--- config.mk ---
export PLATFORM = sky130hd
export DESIGN_NAME = adcc_top
export DESIGN_NICKNAME = d
export VERILOG_FILES = /design/src/adcc_pkg.sv /design/src/adcc_trig_edge.sv /design/src/adcc_top.sv
export VERILOG_INCLUDE_DIRS = /design/src /design/src/src
export SDC_FILE = /design/constraint.sdc
export NUM_CORES = 1
export LEC_CHECK = 0
export BUFFER_PORTS_ARGS = -buffer_cell sky130_fd_sc_hd__buf_2
export CAP_MARGIN = 15
export CORE_UTILIZATION = 60
export CTS_BUF_LIST = sky130_fd_sc_hd__clkbuf_4 sky130_fd_sc_hd__clkbuf_8
export DETAILED_ROUTE_END_ITERATION = 12
export PLACE_DENSITY = 0.86
export SYNTH_ARGS = -nofsm -noshare
export SYNTH_HDL_FRONTEND = slang
export SYNTH_SLANG_ARGS = --single-unit
--- constraint.sdc ---
create_clock -name i_ref_clk -period 3.8 [get_ports i_ref_clk]
set_clock_uncertainty 0.05 [all_clocks]
set_input_delay 0.38 -clock i_ref_clk [delete_from_list [all_inputs] [get_ports i_ref_clk]]
set_output_delay 0.38 -clock i_ref_clk [all_outputs]
set_load 0.02 [all_outputs]
--- src/adcc_regs.svh ---
`ifndef ADCC_REGS_SVH
`define ADCC_REGS_SVH

// ****************************************
// register offsets
// ****************************************
`define ADCC_ADDR_MODE 4'h0
`define ADCC_ADDR_CHSEL 4'h1
`define ADCC_ADDR_RESULT 4'h2
`define ADCC_ADDR_STATUS 4'h3

// ****************************************
// field positions
// ****************************************
`define ADCC_MODE_ENABLE_BIT 7
`define ADCC_MODE_SOURCE_BIT 6
`define ADCC_MODE_EDGE_HI_BIT 2
`define ADCC_MODE_EDGE_LO_BIT 1
`define ADCC_STATUS_FLAG_BIT 0
`define ADCC_RESULT_PAD_BITS 6

// ****************************************
// reset values and msb trial code
// ****************************************
`define ADCC_MODE_RST 8'h00
`define ADCC_CHSEL_RST 3'h0
`define ADCC_RESULT_RST 16'h0000
`define ADCC_MSB_TRIAL 10'h200

// ****************************************
// timing
// ****************************************
`define ADCC_CLK_MHZ 100
`define ADCC_SAMPLE_NS 40
`define ADCC_BIT_NS 40
`define ADCC_SAMPLE_CYC ((`ADCC_SAMPLE_NS * `ADCC_CLK_MHZ + 999) / 1000)
`define ADCC_BIT_CYC ((`ADCC_BIT_NS * `ADCC_CLK_MHZ + 999) / 1000)

`endif

--- src/adcc_pkg.sv ---
`default_nettype none
package adcc_pkg;
  typedef enum logic [3:0] {
    ADCC_IDLE = 4'b0001,
    ADCC_WAIT = 4'b0010,
    ADCC_SAMPLE = 4'b0100,
    ADCC_CONV = 4'b1000
  } adcc_state_t;
endpackage
`default_nettype wire

--- src/adcc_trig_edge.sv ---
`default_nettype none
module adcc_trig_edge (
  input wire logic i_ref_clk,
  input wire logic i_resetn,
  input wire logic i_pin,
  input wire logic [1:0] i_edge_sel,
  output logic o_hit
);
  logic sync1_q;
  logic sync2_q;
  logic prev_q;

  // ****************************************
  // two-flop synchroniser and history
  // ****************************************
  always_ff @(posedge i_ref_clk) begin
    if (!i_resetn) begin
      sync1_q <= 1'b0;
      sync2_q <= 1'b0;
      prev_q <= 1'b0;
    end else begin
      sync1_q <= i_pin;
      sync2_q <= sync1_q;
      prev_q <= sync2_q;
    end
  end

  // (RL17) edge select decode
  assign o_hit = (i_edge_sel[1] && sync2_q && !prev_q) ||
                 (i_edge_sel[0] && !sync2_q && prev_q);
endmodule
`default_nettype wire

--- src/adcc_top.sv ---
// Design decisions made here: the address-and-strobe port and the register offsets.
`default_nettype none
`include "adcc_regs.svh"

// Notes on behaviour
// (RL1) results are 10 bits, input chosen from 8 channels
// (RL2) one channel per conversion, latched when conversion starts
// (RL3) hardware mode starts on trigger edge: rising, falling or both
// (RL4) hardware mode stops after one conversion and raises end request
// (RL5) software mode repeats conversions, end request after every one
// (RL6) bits resolved msb first, each by comparator against tap voltage
// (RL7) after lsb, approximation copied into result, marking end of conversion
// (RL8) writing channel select leaves the end flag unchanged
// (RL9) old channel may finish and flag just before a channel rewrite
// (RL10) software clears end flag before restarting a stopped converter
// (RL11) software should discard first result after start, polling end request
// (RL12) mode or channel write may spoil result; software reads first
// (RL13) completion meeting a stop may spoil result; software reads first
// (RL14) sampling takes about a tenth of conversion, bits follow
// (RL15) software avoids shared digital input port during conversion
// (RL16) mode bit 7 enables conversion, bit 6 selects hardware start
// (RL17) edge field: 00 none, 01 falling, 10 rising, 11 both
// (RL18) result is 16 bits, left aligned, low 6 bits zero
// (RL19) software mode channel rewrite aborts and restarts on new channel
// (RL20) end flag set in same cycle result register loads
module adcc_top (
  input wire logic i_ref_clk,
  input wire logic i_resetn,
  input wire logic [3:0] i_addr,
  input wire logic [15:0] i_wdata,
  input wire logic i_wr,
  input wire logic i_rd,
  output logic [15:0] o_rdata,
  input wire logic i_external_trigger_in,
  input wire logic i_cmp_hi,
  output logic [2:0] o_chan_sel,
  output logic o_sample_en,
  output logic [9:0] o_tap_code,
  output logic o_conv_end_irq
);
  localparam logic [2:0] SAMP_LAST = 3'(`ADCC_SAMPLE_CYC - 1);
  localparam logic [2:0] BIT_LAST = 3'(`ADCC_BIT_CYC - 1);

  adcc_pkg::adcc_state_t state_q;
  adcc_pkg::adcc_state_t state_d;
  logic [7:1] converter_mode_reg_q;
  logic [2:0] channel_select_reg_q;
  logic [2:0] chan_q;
  logic [15:0] conversion_result_reg_q;
  logic [9:0] successive_approx_reg_q;
  logic [3:0] bit_q;
  logic [2:0] cnt_q;
  logic conv_end_flag_q;
  logic irq_q;
  logic sample_q;
  logic [15:0] rdata_q;
  logic wr_mode;
  logic wr_chsel;
  logic wr_status;
  logic restart;
  logic enabled;
  logic hw_start;
  logic trig_hit;
  logic bit_dec;
  logic last_bit;
  logic done_evt;
  logic start_sample;
  logic [2:0] chsel_next;

  // ****************************************
  // bus decode
  // ****************************************
  assign wr_mode = i_wr && (i_addr == `ADCC_ADDR_MODE);
  assign wr_chsel = i_wr && (i_addr == `ADCC_ADDR_CHSEL);
  assign wr_status = i_wr && (i_addr == `ADCC_ADDR_STATUS);
  assign restart = wr_mode || wr_chsel;
  // (RL16) enable and source bits
  assign enabled = converter_mode_reg_q[`ADCC_MODE_ENABLE_BIT];
  assign hw_start = converter_mode_reg_q[`ADCC_MODE_SOURCE_BIT];
  assign chsel_next = wr_chsel ? i_wdata[2:0] : channel_select_reg_q;

  // ****************************************
  // trigger pin
  // ****************************************
  adcc_trig_edge u_trig (
    .i_ref_clk(i_ref_clk),
    .i_resetn(i_resetn),
    .i_pin(i_external_trigger_in),
    .i_edge_sel({converter_mode_reg_q[`ADCC_MODE_EDGE_HI_BIT],
                 converter_mode_reg_q[`ADCC_MODE_EDGE_LO_BIT]}),
    .o_hit(trig_hit)
  );

  // ****************************************
  // sequencing
  // ****************************************
  assign bit_dec = (state_q == adcc_pkg::ADCC_CONV) && (cnt_q == BIT_LAST);
  assign last_bit = bit_dec && (bit_q == 4'h0);
  // (RL12) (RL13) a mode or channel write in the completion cycle wins
  assign done_evt = last_bit && !restart;
  assign start_sample = (state_d == adcc_pkg::ADCC_SAMPLE) &&
                        ((state_q != adcc_pkg::ADCC_SAMPLE) || restart);

  always_comb begin
    state_d = state_q;
    if (wr_mode) begin
      // (RL16) mode write steers start
      if (!i_wdata[`ADCC_MODE_ENABLE_BIT]) begin
        state_d = adcc_pkg::ADCC_IDLE;
      end else if (i_wdata[`ADCC_MODE_SOURCE_BIT]) begin
        state_d = adcc_pkg::ADCC_WAIT;
      end else begin
        state_d = adcc_pkg::ADCC_SAMPLE;
      end
    end else if (wr_chsel && enabled) begin
      // (RL19) channel rewrite restarts
      if (hw_start) begin
        state_d = adcc_pkg::ADCC_WAIT;
      end else begin
        state_d = adcc_pkg::ADCC_SAMPLE;
      end
    end else begin
      case (state_q)
        adcc_pkg::ADCC_IDLE: begin
          state_d = adcc_pkg::ADCC_IDLE;
        end
        adcc_pkg::ADCC_WAIT: begin
          // (RL3) trigger edge starts
          if (trig_hit) begin
            state_d = adcc_pkg::ADCC_SAMPLE;
          end
        end
        adcc_pkg::ADCC_SAMPLE: begin
          // (RL14) short sampling phase
          if (cnt_q == SAMP_LAST) begin
            state_d = adcc_pkg::ADCC_CONV;
          end
        end
        adcc_pkg::ADCC_CONV: begin
          if (last_bit) begin
            // (RL4) hardware mode stops; (RL5) software repeats
            state_d = hw_start ? adcc_pkg::ADCC_WAIT : adcc_pkg::ADCC_SAMPLE;
          end
        end
        default: begin
          state_d = adcc_pkg::ADCC_IDLE;
        end
      endcase
    end
  end

  always_ff @(posedge i_ref_clk) begin
    if (!i_resetn) begin
      state_q <= adcc_pkg::ADCC_IDLE;
      sample_q <= 1'b0;
    end else begin
      state_q <= state_d;
      sample_q <= (state_d == adcc_pkg::ADCC_SAMPLE);
    end
  end

  always_ff @(posedge i_ref_clk) begin
    if (!i_resetn) begin
      cnt_q <= 3'h0;
    end else if (restart || (state_d != state_q) || bit_dec) begin
      cnt_q <= 3'h0;
    end else if (state_q[3] || state_q[2]) begin
      cnt_q <= cnt_q + 3'h1;
    end
  end

  // ****************************************
  // successive approximation
  // ****************************************
  always_ff @(posedge i_ref_clk) begin
    if (!i_resetn) begin
      bit_q <= 4'h0;
    end else if (state_q == adcc_pkg::ADCC_SAMPLE && state_d == adcc_pkg::ADCC_CONV) begin
      bit_q <= 4'h9;
    end else if (bit_dec && bit_q != 4'h0) begin
      bit_q <= bit_q - 4'h1;
    end
  end

  // (RL1) ten approximation bits
  genvar gk;
  generate
    for (gk = 0; gk < 10; gk++) begin : g_sar
      always_ff @(posedge i_ref_clk) begin
        if (!i_resetn) begin
          successive_approx_reg_q[gk] <= 1'b0;
        end else if (state_q == adcc_pkg::ADCC_SAMPLE && state_d == adcc_pkg::ADCC_CONV) begin
          // (RL6) msb trial first
          successive_approx_reg_q[gk] <= 1'(`ADCC_MSB_TRIAL >> gk);
        end else if (bit_dec && bit_q == 4'(gk)) begin
          // (RL6) comparator decides bit
          successive_approx_reg_q[gk] <= i_cmp_hi;
        end else if (bit_dec && bit_q == 4'(gk + 1)) begin
          successive_approx_reg_q[gk] <= 1'b1;
        end
      end
    end
  endgenerate

  // ****************************************
  // channel and result
  // ****************************************
  always_ff @(posedge i_ref_clk) begin
    if (!i_resetn) begin
      chan_q <= `ADCC_CHSEL_RST;
    end else if (start_sample) begin
      // (RL2) channel latched at start
      chan_q <= chsel_next;
    end
  end

  always_ff @(posedge i_ref_clk) begin
    if (!i_resetn) begin
      conversion_result_reg_q <= `ADCC_RESULT_RST;
    end else if (done_evt) begin
      // (RL7) copy into result; (RL18) left aligned
      conversion_result_reg_q <= {successive_approx_reg_q[9:1], i_cmp_hi,
                                  6'h00};
    end
  end

  always_ff @(posedge i_ref_clk) begin
    if (!i_resetn) begin
      conv_end_flag_q <= 1'b0;
      irq_q <= 1'b0;
    end else begin
      irq_q <= done_evt;
      // (RL9) old channel flag may land before rewrite
      // (RL20) flag with result load; (RL8) set wins, chsel never clears
      if (done_evt) begin
        conv_end_flag_q <= 1'b1;
      end else if (wr_status && i_wdata[`ADCC_STATUS_FLAG_BIT]) begin
        conv_end_flag_q <= 1'b0;
      end
    end
  end

  // ****************************************
  // control registers
  // ****************************************
  always_ff @(posedge i_ref_clk) begin
    if (!i_resetn) begin
      converter_mode_reg_q <= 7'(`ADCC_MODE_RST >> 1);
    end else if (wr_mode) begin
      converter_mode_reg_q <= i_wdata[7:1];
    end
  end

  always_ff @(posedge i_ref_clk) begin
    if (!i_resetn) begin
      channel_select_reg_q <= `ADCC_CHSEL_RST;
    end else if (wr_chsel) begin
      channel_select_reg_q <= i_wdata[2:0];
    end
  end

  always_ff @(posedge i_ref_clk) begin
    if (!i_resetn) begin
      rdata_q <= 16'h0000;
    end else if (i_rd) begin
      case (i_addr)
        `ADCC_ADDR_MODE: rdata_q <= {8'h00, converter_mode_reg_q, 1'b0};
        `ADCC_ADDR_CHSEL: rdata_q <= {13'h0000, channel_select_reg_q};
        `ADCC_ADDR_RESULT: rdata_q <= conversion_result_reg_q;
        `ADCC_ADDR_STATUS: rdata_q <= {13'h0000, state_q[1],
                                       state_q[3] || state_q[2], conv_end_flag_q};
        default: rdata_q <= 16'h0000;
      endcase
    end else begin
      rdata_q <= 16'h0000;
    end
  end

  assign o_rdata = rdata_q;
  assign o_chan_sel = chan_q;
  assign o_sample_en = sample_q;
  assign o_tap_code = successive_approx_reg_q;
  assign o_conv_end_irq = irq_q;
endmodule
`default_nettype wire

== Word-level counts from Yosys, hierarchy flattened ==
Index checks and enable logic that the tools add are counted.
Word-level totals
  input bits: 26
  output and inout port bits: 31
  flip-flop bits (word level): 66
  word-level logic and storage cells: 137
Cells by class
  add/subtract/negate cells: 2
  equality and inequality tests: 21
  bitwise gates (word level): 1
  mux-type cells: 36
  reductions and logical operators: 52
Operators by type and width (number)
  $pmux 16 s4: 1
  $mux 4: 7
  $logic_and 1x1->1: 25
  $eq 4x3->1 const B: 6
  $mux 1: 23
  $reduce_bool 2->1: 11
  $eq 4x2->1 const B: 5
  $eq 4x4->1 const B: 5
  $mux 3: 4
  $pmux 4 s3: 1
  $eq 4x1->1 const B: 2
  $logic_not 4->1: 2
  $logic_or 1x1->1: 6
  $ne 4x3->1 const B: 1
  $ne 4x4->1: 1
  $reduce_bool 4->1: 1
  $reduce_or 2->1: 2
  $sub 4x1->4 const B: 1
  $add 3x1->3 const B: 1
  $eq 3x2->1 const B: 1
  $logic_not 1->1: 3
  $reduce_bool 3->1: 1
  $reduce_and 2->1: 1
  $not 1->1: 1

== Logic depth before layout (Yosys ltp) ==
  word-level depth: 12
  depth in mapped cells: 9
  gate-level depth less buffers: 8

== Hierarchy ==
From an unflattened synthesis, not the netlist that was laid out.
Unflattened totals
  cells, all modules: 323
  area, all modules: 2850.2 um^2
By module, submodules not included
  adcc_top: times used 1, area each 2756.4 um^2, cells an instance 314, sequential area each 1261.2 um^2
  adcc_trig_edge: times used 1, area each 93.8 um^2, cells an instance 9, sequential area each 60.1 um^2

== Worst setup path before layout ==
OpenSTA, ideal clock, no wires.
  path type: reg-to-reg
  from: register bit_q[0]
  to: register chan_q[0] (netlist: o_chan_sel[0])
  stages on the path, launching flop included: 9
  slack: 1417 ps
  buffers on the path: 0
  arrival: 2212 ps
  required time: 3629 ps
  period minus slack after synthesis: 2383 ps
  library setup time: 121 ps
  cells stage by stage: dfxtp_1 > inv_1 > ha_1 > or3b_1 > nor3_4 > a2111oi_2 > a2111oi_4 > o21ai_2 > mux2_2
On the way
  longest elaborated chain between the ends: 8
RTL lines
  start: declaration: RTL line adcc_top.sv:51  | logic [3:0] bit_q;
  start signal: assignment: RTL line adcc_top.sv:181  | bit_q <= bit_q - 4'h1;
  $logic_not 4->1: RTL line adcc_top.sv:98  | assign last_bit = bit_dec && (bit_q == 4'h0);
  $logic_and 1x1->1: RTL line adcc_top.sv:98
  $mux 4: RTL line adcc_top.sv:140  | if (last_bit) begin
  $pmux 4 s3: RTL line adcc_top.sv:123  | case (state_q)
  $mux 4: RTL line adcc_top.sv:115  | end else if (wr_chsel && enabled) begin
  $mux 4: RTL line adcc_top.sv:106  | if (wr_mode) begin
  $eq 4x3->1: RTL line adcc_top.sv:101  | assign start_sample = (state_d == adcc_pkg::ADCC_SAMPLE) &&
  $logic_and 1x1->1: RTL line adcc_top.sv:101
  end signal: assignment: RTL line adcc_top.sv:210  | chan_q <= `ADCC_CHSEL_RST;
  end signal: assignment: RTL line adcc_top.sv:213  | chan_q <= chsel_next;
  end: declaration: RTL line adcc_top.sv:48  | logic [2:0] chan_q;
Every way passes these cells.
A chain may end at the register's enable or synchronous reset.

== Worst setup path after layout ==
  from: register bit_q[0]
  to: register chan_q[2] (netlist: o_chan_sel[2])
Same word-level chain as after synthesis.

==> metrics.md <==
| Metric | Value |
|---|---|
| Post-CTS Resized | `0` |
| CTS tree | `built` |
| Clk buf depth | `2` |
| Worst hold path type | `input pin to flip-flop` |
| DR vias | `2483` |
| Synth Cell Area | `approximately 2900 sq um` |
| Die Wd | `between 70 and 80 um` |
| Synth top area share | `45.7%` |
| Unique masters post-synth | `45` |
| Maximum VDD drop | `approximately 0.00023 V` |
| Final min period | `2.73 ns` |
| Area grow syn2layout | `14.4%` |
| Syn Area/Cell | `8.77 sq um` |
| Largest fanout on the critical path | `5` |
| Final max-slew violation count | `0` |
| DRT Pass-1 Iters | `5` |
| # hold bufs at CTS | `0` |
| Syn nets | `363` |
| R2r endpoint | `o_chan_sel[2]` |
| Die area | `~5100 sq um` |
| Setup CP Type | `flip-flop to flip-flop` |
| Share of cells above drive strength 1 | `19.8%` |
| Post-layout net count | `407` |
| Startpoint Class | `flip-flop` |
| Top FF cell, synth | `dfxtp_1` |
| R2R Setup Slk | `1.07 ns` |
| Switch share | `23.8%` |
| Clock network power share | `roughly two fifths` |
| Internal power | `944 uW` |
| Flops & latches, synth | `66` |
| H-tree levels | `3` |
| Port bufs | `between 40 and 50` |
| Peak Freq | `367 MHz` |
| I/O pins | `57` |
| Layout fillers | `343` |
| RSZ-0062 raised after global routing | `no` |
| # clock sinks | `66` |
| Chip Height | `71.5 um` |
| Synth area leader | `dfxtp_1` |
| Post-Syn Instances | `330` |
| Number of synthesis warnings | `0` |
| Setup violators final | `0` |
| Leakage power | `around 1.3 nW` |
| Async set or reset register ratio after synthesis | `0%` |
| Ant. Diodes | `0` |
| Post CTS Setup Buffer Count | `0` |
| Max_cap viols | `0` |
| Final wirelength | `5820 um` |
| First-pass GRT wire length | `between 9000 and 10000 um` |
| Initial DRC count | `213` |
| Hold Fails Final Rpt | `0` |
| Number of remaining DRC errors | `0` |
| Cts bufs inserted | `9` |
| Part of the power in combinational logic | `3.4%` |
| WP data required | `3.97 ns` |
| Clock Latency Late Sink | `0.34 ns` |
| Post-DP Area | `~3100 sq um` |
| CORE AREA | `4500 sq um` |
| Dpl hpwl | `4120 um` |
| Number of global-route vias before repair | `2267` |
| Hold Path Origin | `i_external_trigger_in` |
| Min-Delay Endpoint | `u_trig.sync1_q` |
| WL/cell | `13.5 um` |
| R2R depth | `8` |
| Row count | `24` |
| Flop pwr share | `56.2%` |
| EDFF count, synth | `0` |
| GRT overflow | `0` |
| Clock slew at reported path FFs | `0.08 ns` |
| Fin crit share | `71.8%` |
| Largest cells by area after synthesis | `dfxtp_1, nand2_1, a21boi_0` |
| Vias per cell | `between 5 and 6` |
| Psw | `~290 uW` |
| RD Place Congestion | `0.870` |
| Worst rel slew slack | `around three fifths` |
| Initial antenna violation count | `0` |
| Design Area, Final | `3310 sq um` |
| Status | `finished clean` |
| Power Dens Cells | `374 nW/um^2` |
| Final Core Density | `roughly 74%` |
| Worst slew pin tran | `between 0.6 and 0.7 ns` |
| Initial core utilization | `~64%` |
| Endpoint type of the worst setup path | `flip-flop` |
| Arr. time, crit path | `2.90 ns` |
| Setup TNS Final | `0 ns` |
| Routed Antenna Nets | `0` |
| Largest net degree at the start of global routing | `40` |
| Hold depth | `2` |
| Root Driver | `clkbuf_8` |
| Sequential share of the synthesized area | `a little under half` |
| Total GRT Usage | `24.6%` |
| Worst r2r src | `bit_q[0]` |
## metrics by stage
stage | hold WS, ns | std cells | setup slack (ns) | total power [mW]
floorplan | 0.362 | 330 | 1.42 | 0.737
global placement | 0.365 | 415 | 1.16 | 0.753
detailed placement | 0.374 | 415 | 1.10 | 0.753
CTS | 0.191 | 431 | 1.09 | 1.25
global route | 0.195 | 431 | 0.933 | 1.28
finish | 0.200 | 431 | 1.07 | 1.24
## sequential cells by signal, indices dropped and copies added, names as in the netlist
register / count
channel_select_reg_q: 3
bit_q: 4
o_conv_end_irq: 1
u_trig.prev_q: 1
converter_mode_reg_q: 7
u_trig.sync1_q: 1
conversion_result_reg_q: 10
o_sample_en: 1
o_rdata: 16
o_tap_code: 10
cnt_q: 3
state_q: 4
u_trig.sync2_q: 1
conv_end_flag_q: 1
o_chan_sel: 3
## worst max-delay path by stage
stage          depth (start not counted)             to       from
3_5_place_dp                           8  o_chan_sel[2]   bit_q[0]
4_1_cts                                8  o_chan_sel[2]   bit_q[0]
5_1_grt                                8  o_chan_sel[2]   bit_q[0]
6_report                               8  o_chan_sel[2]   bit_q[0]
3_3_place_gp                           7  o_chan_sel[2]  i_addr[1]
2_1_floorplan                          8  o_chan_sel[0]   bit_q[0]
## synth_stat cells (all sizes together) (3+ instances only)
| cell type | count |
|---|---|
| nand3 | 8 |
| and2 | 19 |
| a21boi | 25 |
| o21a | 4 |
| inv | 8 |
| nand2b | 3 |
| dfxtp | 66 |
| ha | 7 |
| mux2i | 6 |
| nand2 | 53 |
| and3 | 5 |
| o211ai | 3 |
| nand3b | 3 |
| o21ai | 9 |
| buf | 4 |
| a21oi | 14 |
| nor4 | 3 |
| nor2 | 29 |
| nor3b | 3 |
| clkbuf | 12 |
| o32ai | 4 |
| nor3 | 16 |
| mux2 | 4 |
## power groups by stage
stage               clock (mW)  combinational, mW  sequential, mW
finish                   0.500             0.0421           0.696
global route             0.536             0.0464           0.696
CTS                      0.508             0.0418           0.696
detailed placement           0             0.0414           0.712
global placement             0             0.0407           0.712
floorplan                    0             0.0255           0.712
## critical path: stages, from the launching register on
cell	delay, ns
dfxtp_1	0.34
inv_1	0.15
ha_1	0.23
or3b_1	0.48
nor3_4	0.31
a2111oi_2	0.16
a2111oi_4	0.43
o21ai_2	0.17
mux2_2	0.29
## per-layer routing
metal  part of all wire (%)  wire length (um)  global-route usage [%]  vias to the layer above
met5                      0                 0                       0                        -
met4                    1.5                86                    10.2                        0
met3                    6.0               348                    6.61                       11
met2                     46              2700                    39.8                       87
met1                     46              2690                    31.2                     1147
li1                       -                 -                       -                     1238
## cell usage in the layout (no fill, tap or decap), types with 9 or more instances in the layout
master,Yosys,layout
and2_1,19,19
nor2_1,29,29
nor3_1,15,15
buf_2,2,48
nand2_1,53,53
dfxtp_1,66,66
a21boi_0,25,25
clkbuf_8,0,9
a21oi_1,14,14
## area by class of cell
| type | count | area, sq um | share of cell area [%] |
|---|---|---|---|
| multi-input combinational | 240 | 1480 | 44.6 |
| inverter | 8 | 30.0 | 0.907 |
| timing repair buffer | 49 | 248 | 7.48 |
| tap | 52 | 65.1 | 1.97 |
| clock buffer | 9 | 124 | 3.74 |
| sequential | 66 | 1320 | 39.9 |
| clock inverter | 7 | 46.3 | 1.40 |
## logic make-up (layout without fill, tap and decap cells)
family | Yosys count | after routing | synth area share, %
AND/OR/NAND/NOR | 148 | 148 | 25.2
AO/OA/AOI/OAI | 72 | 72 | 18.2
flip-flops | 66 | 66 | 45.7
buffers and inverters | 24 | 73 | 3.33
multiplexers | 10 | 10 | 3.63
adder cells (fa/ha/maj) | 7 | 7 | 3.03
XOR/XNOR | 3 | 3 | 0.908
(Power assumes the default switching activity.)
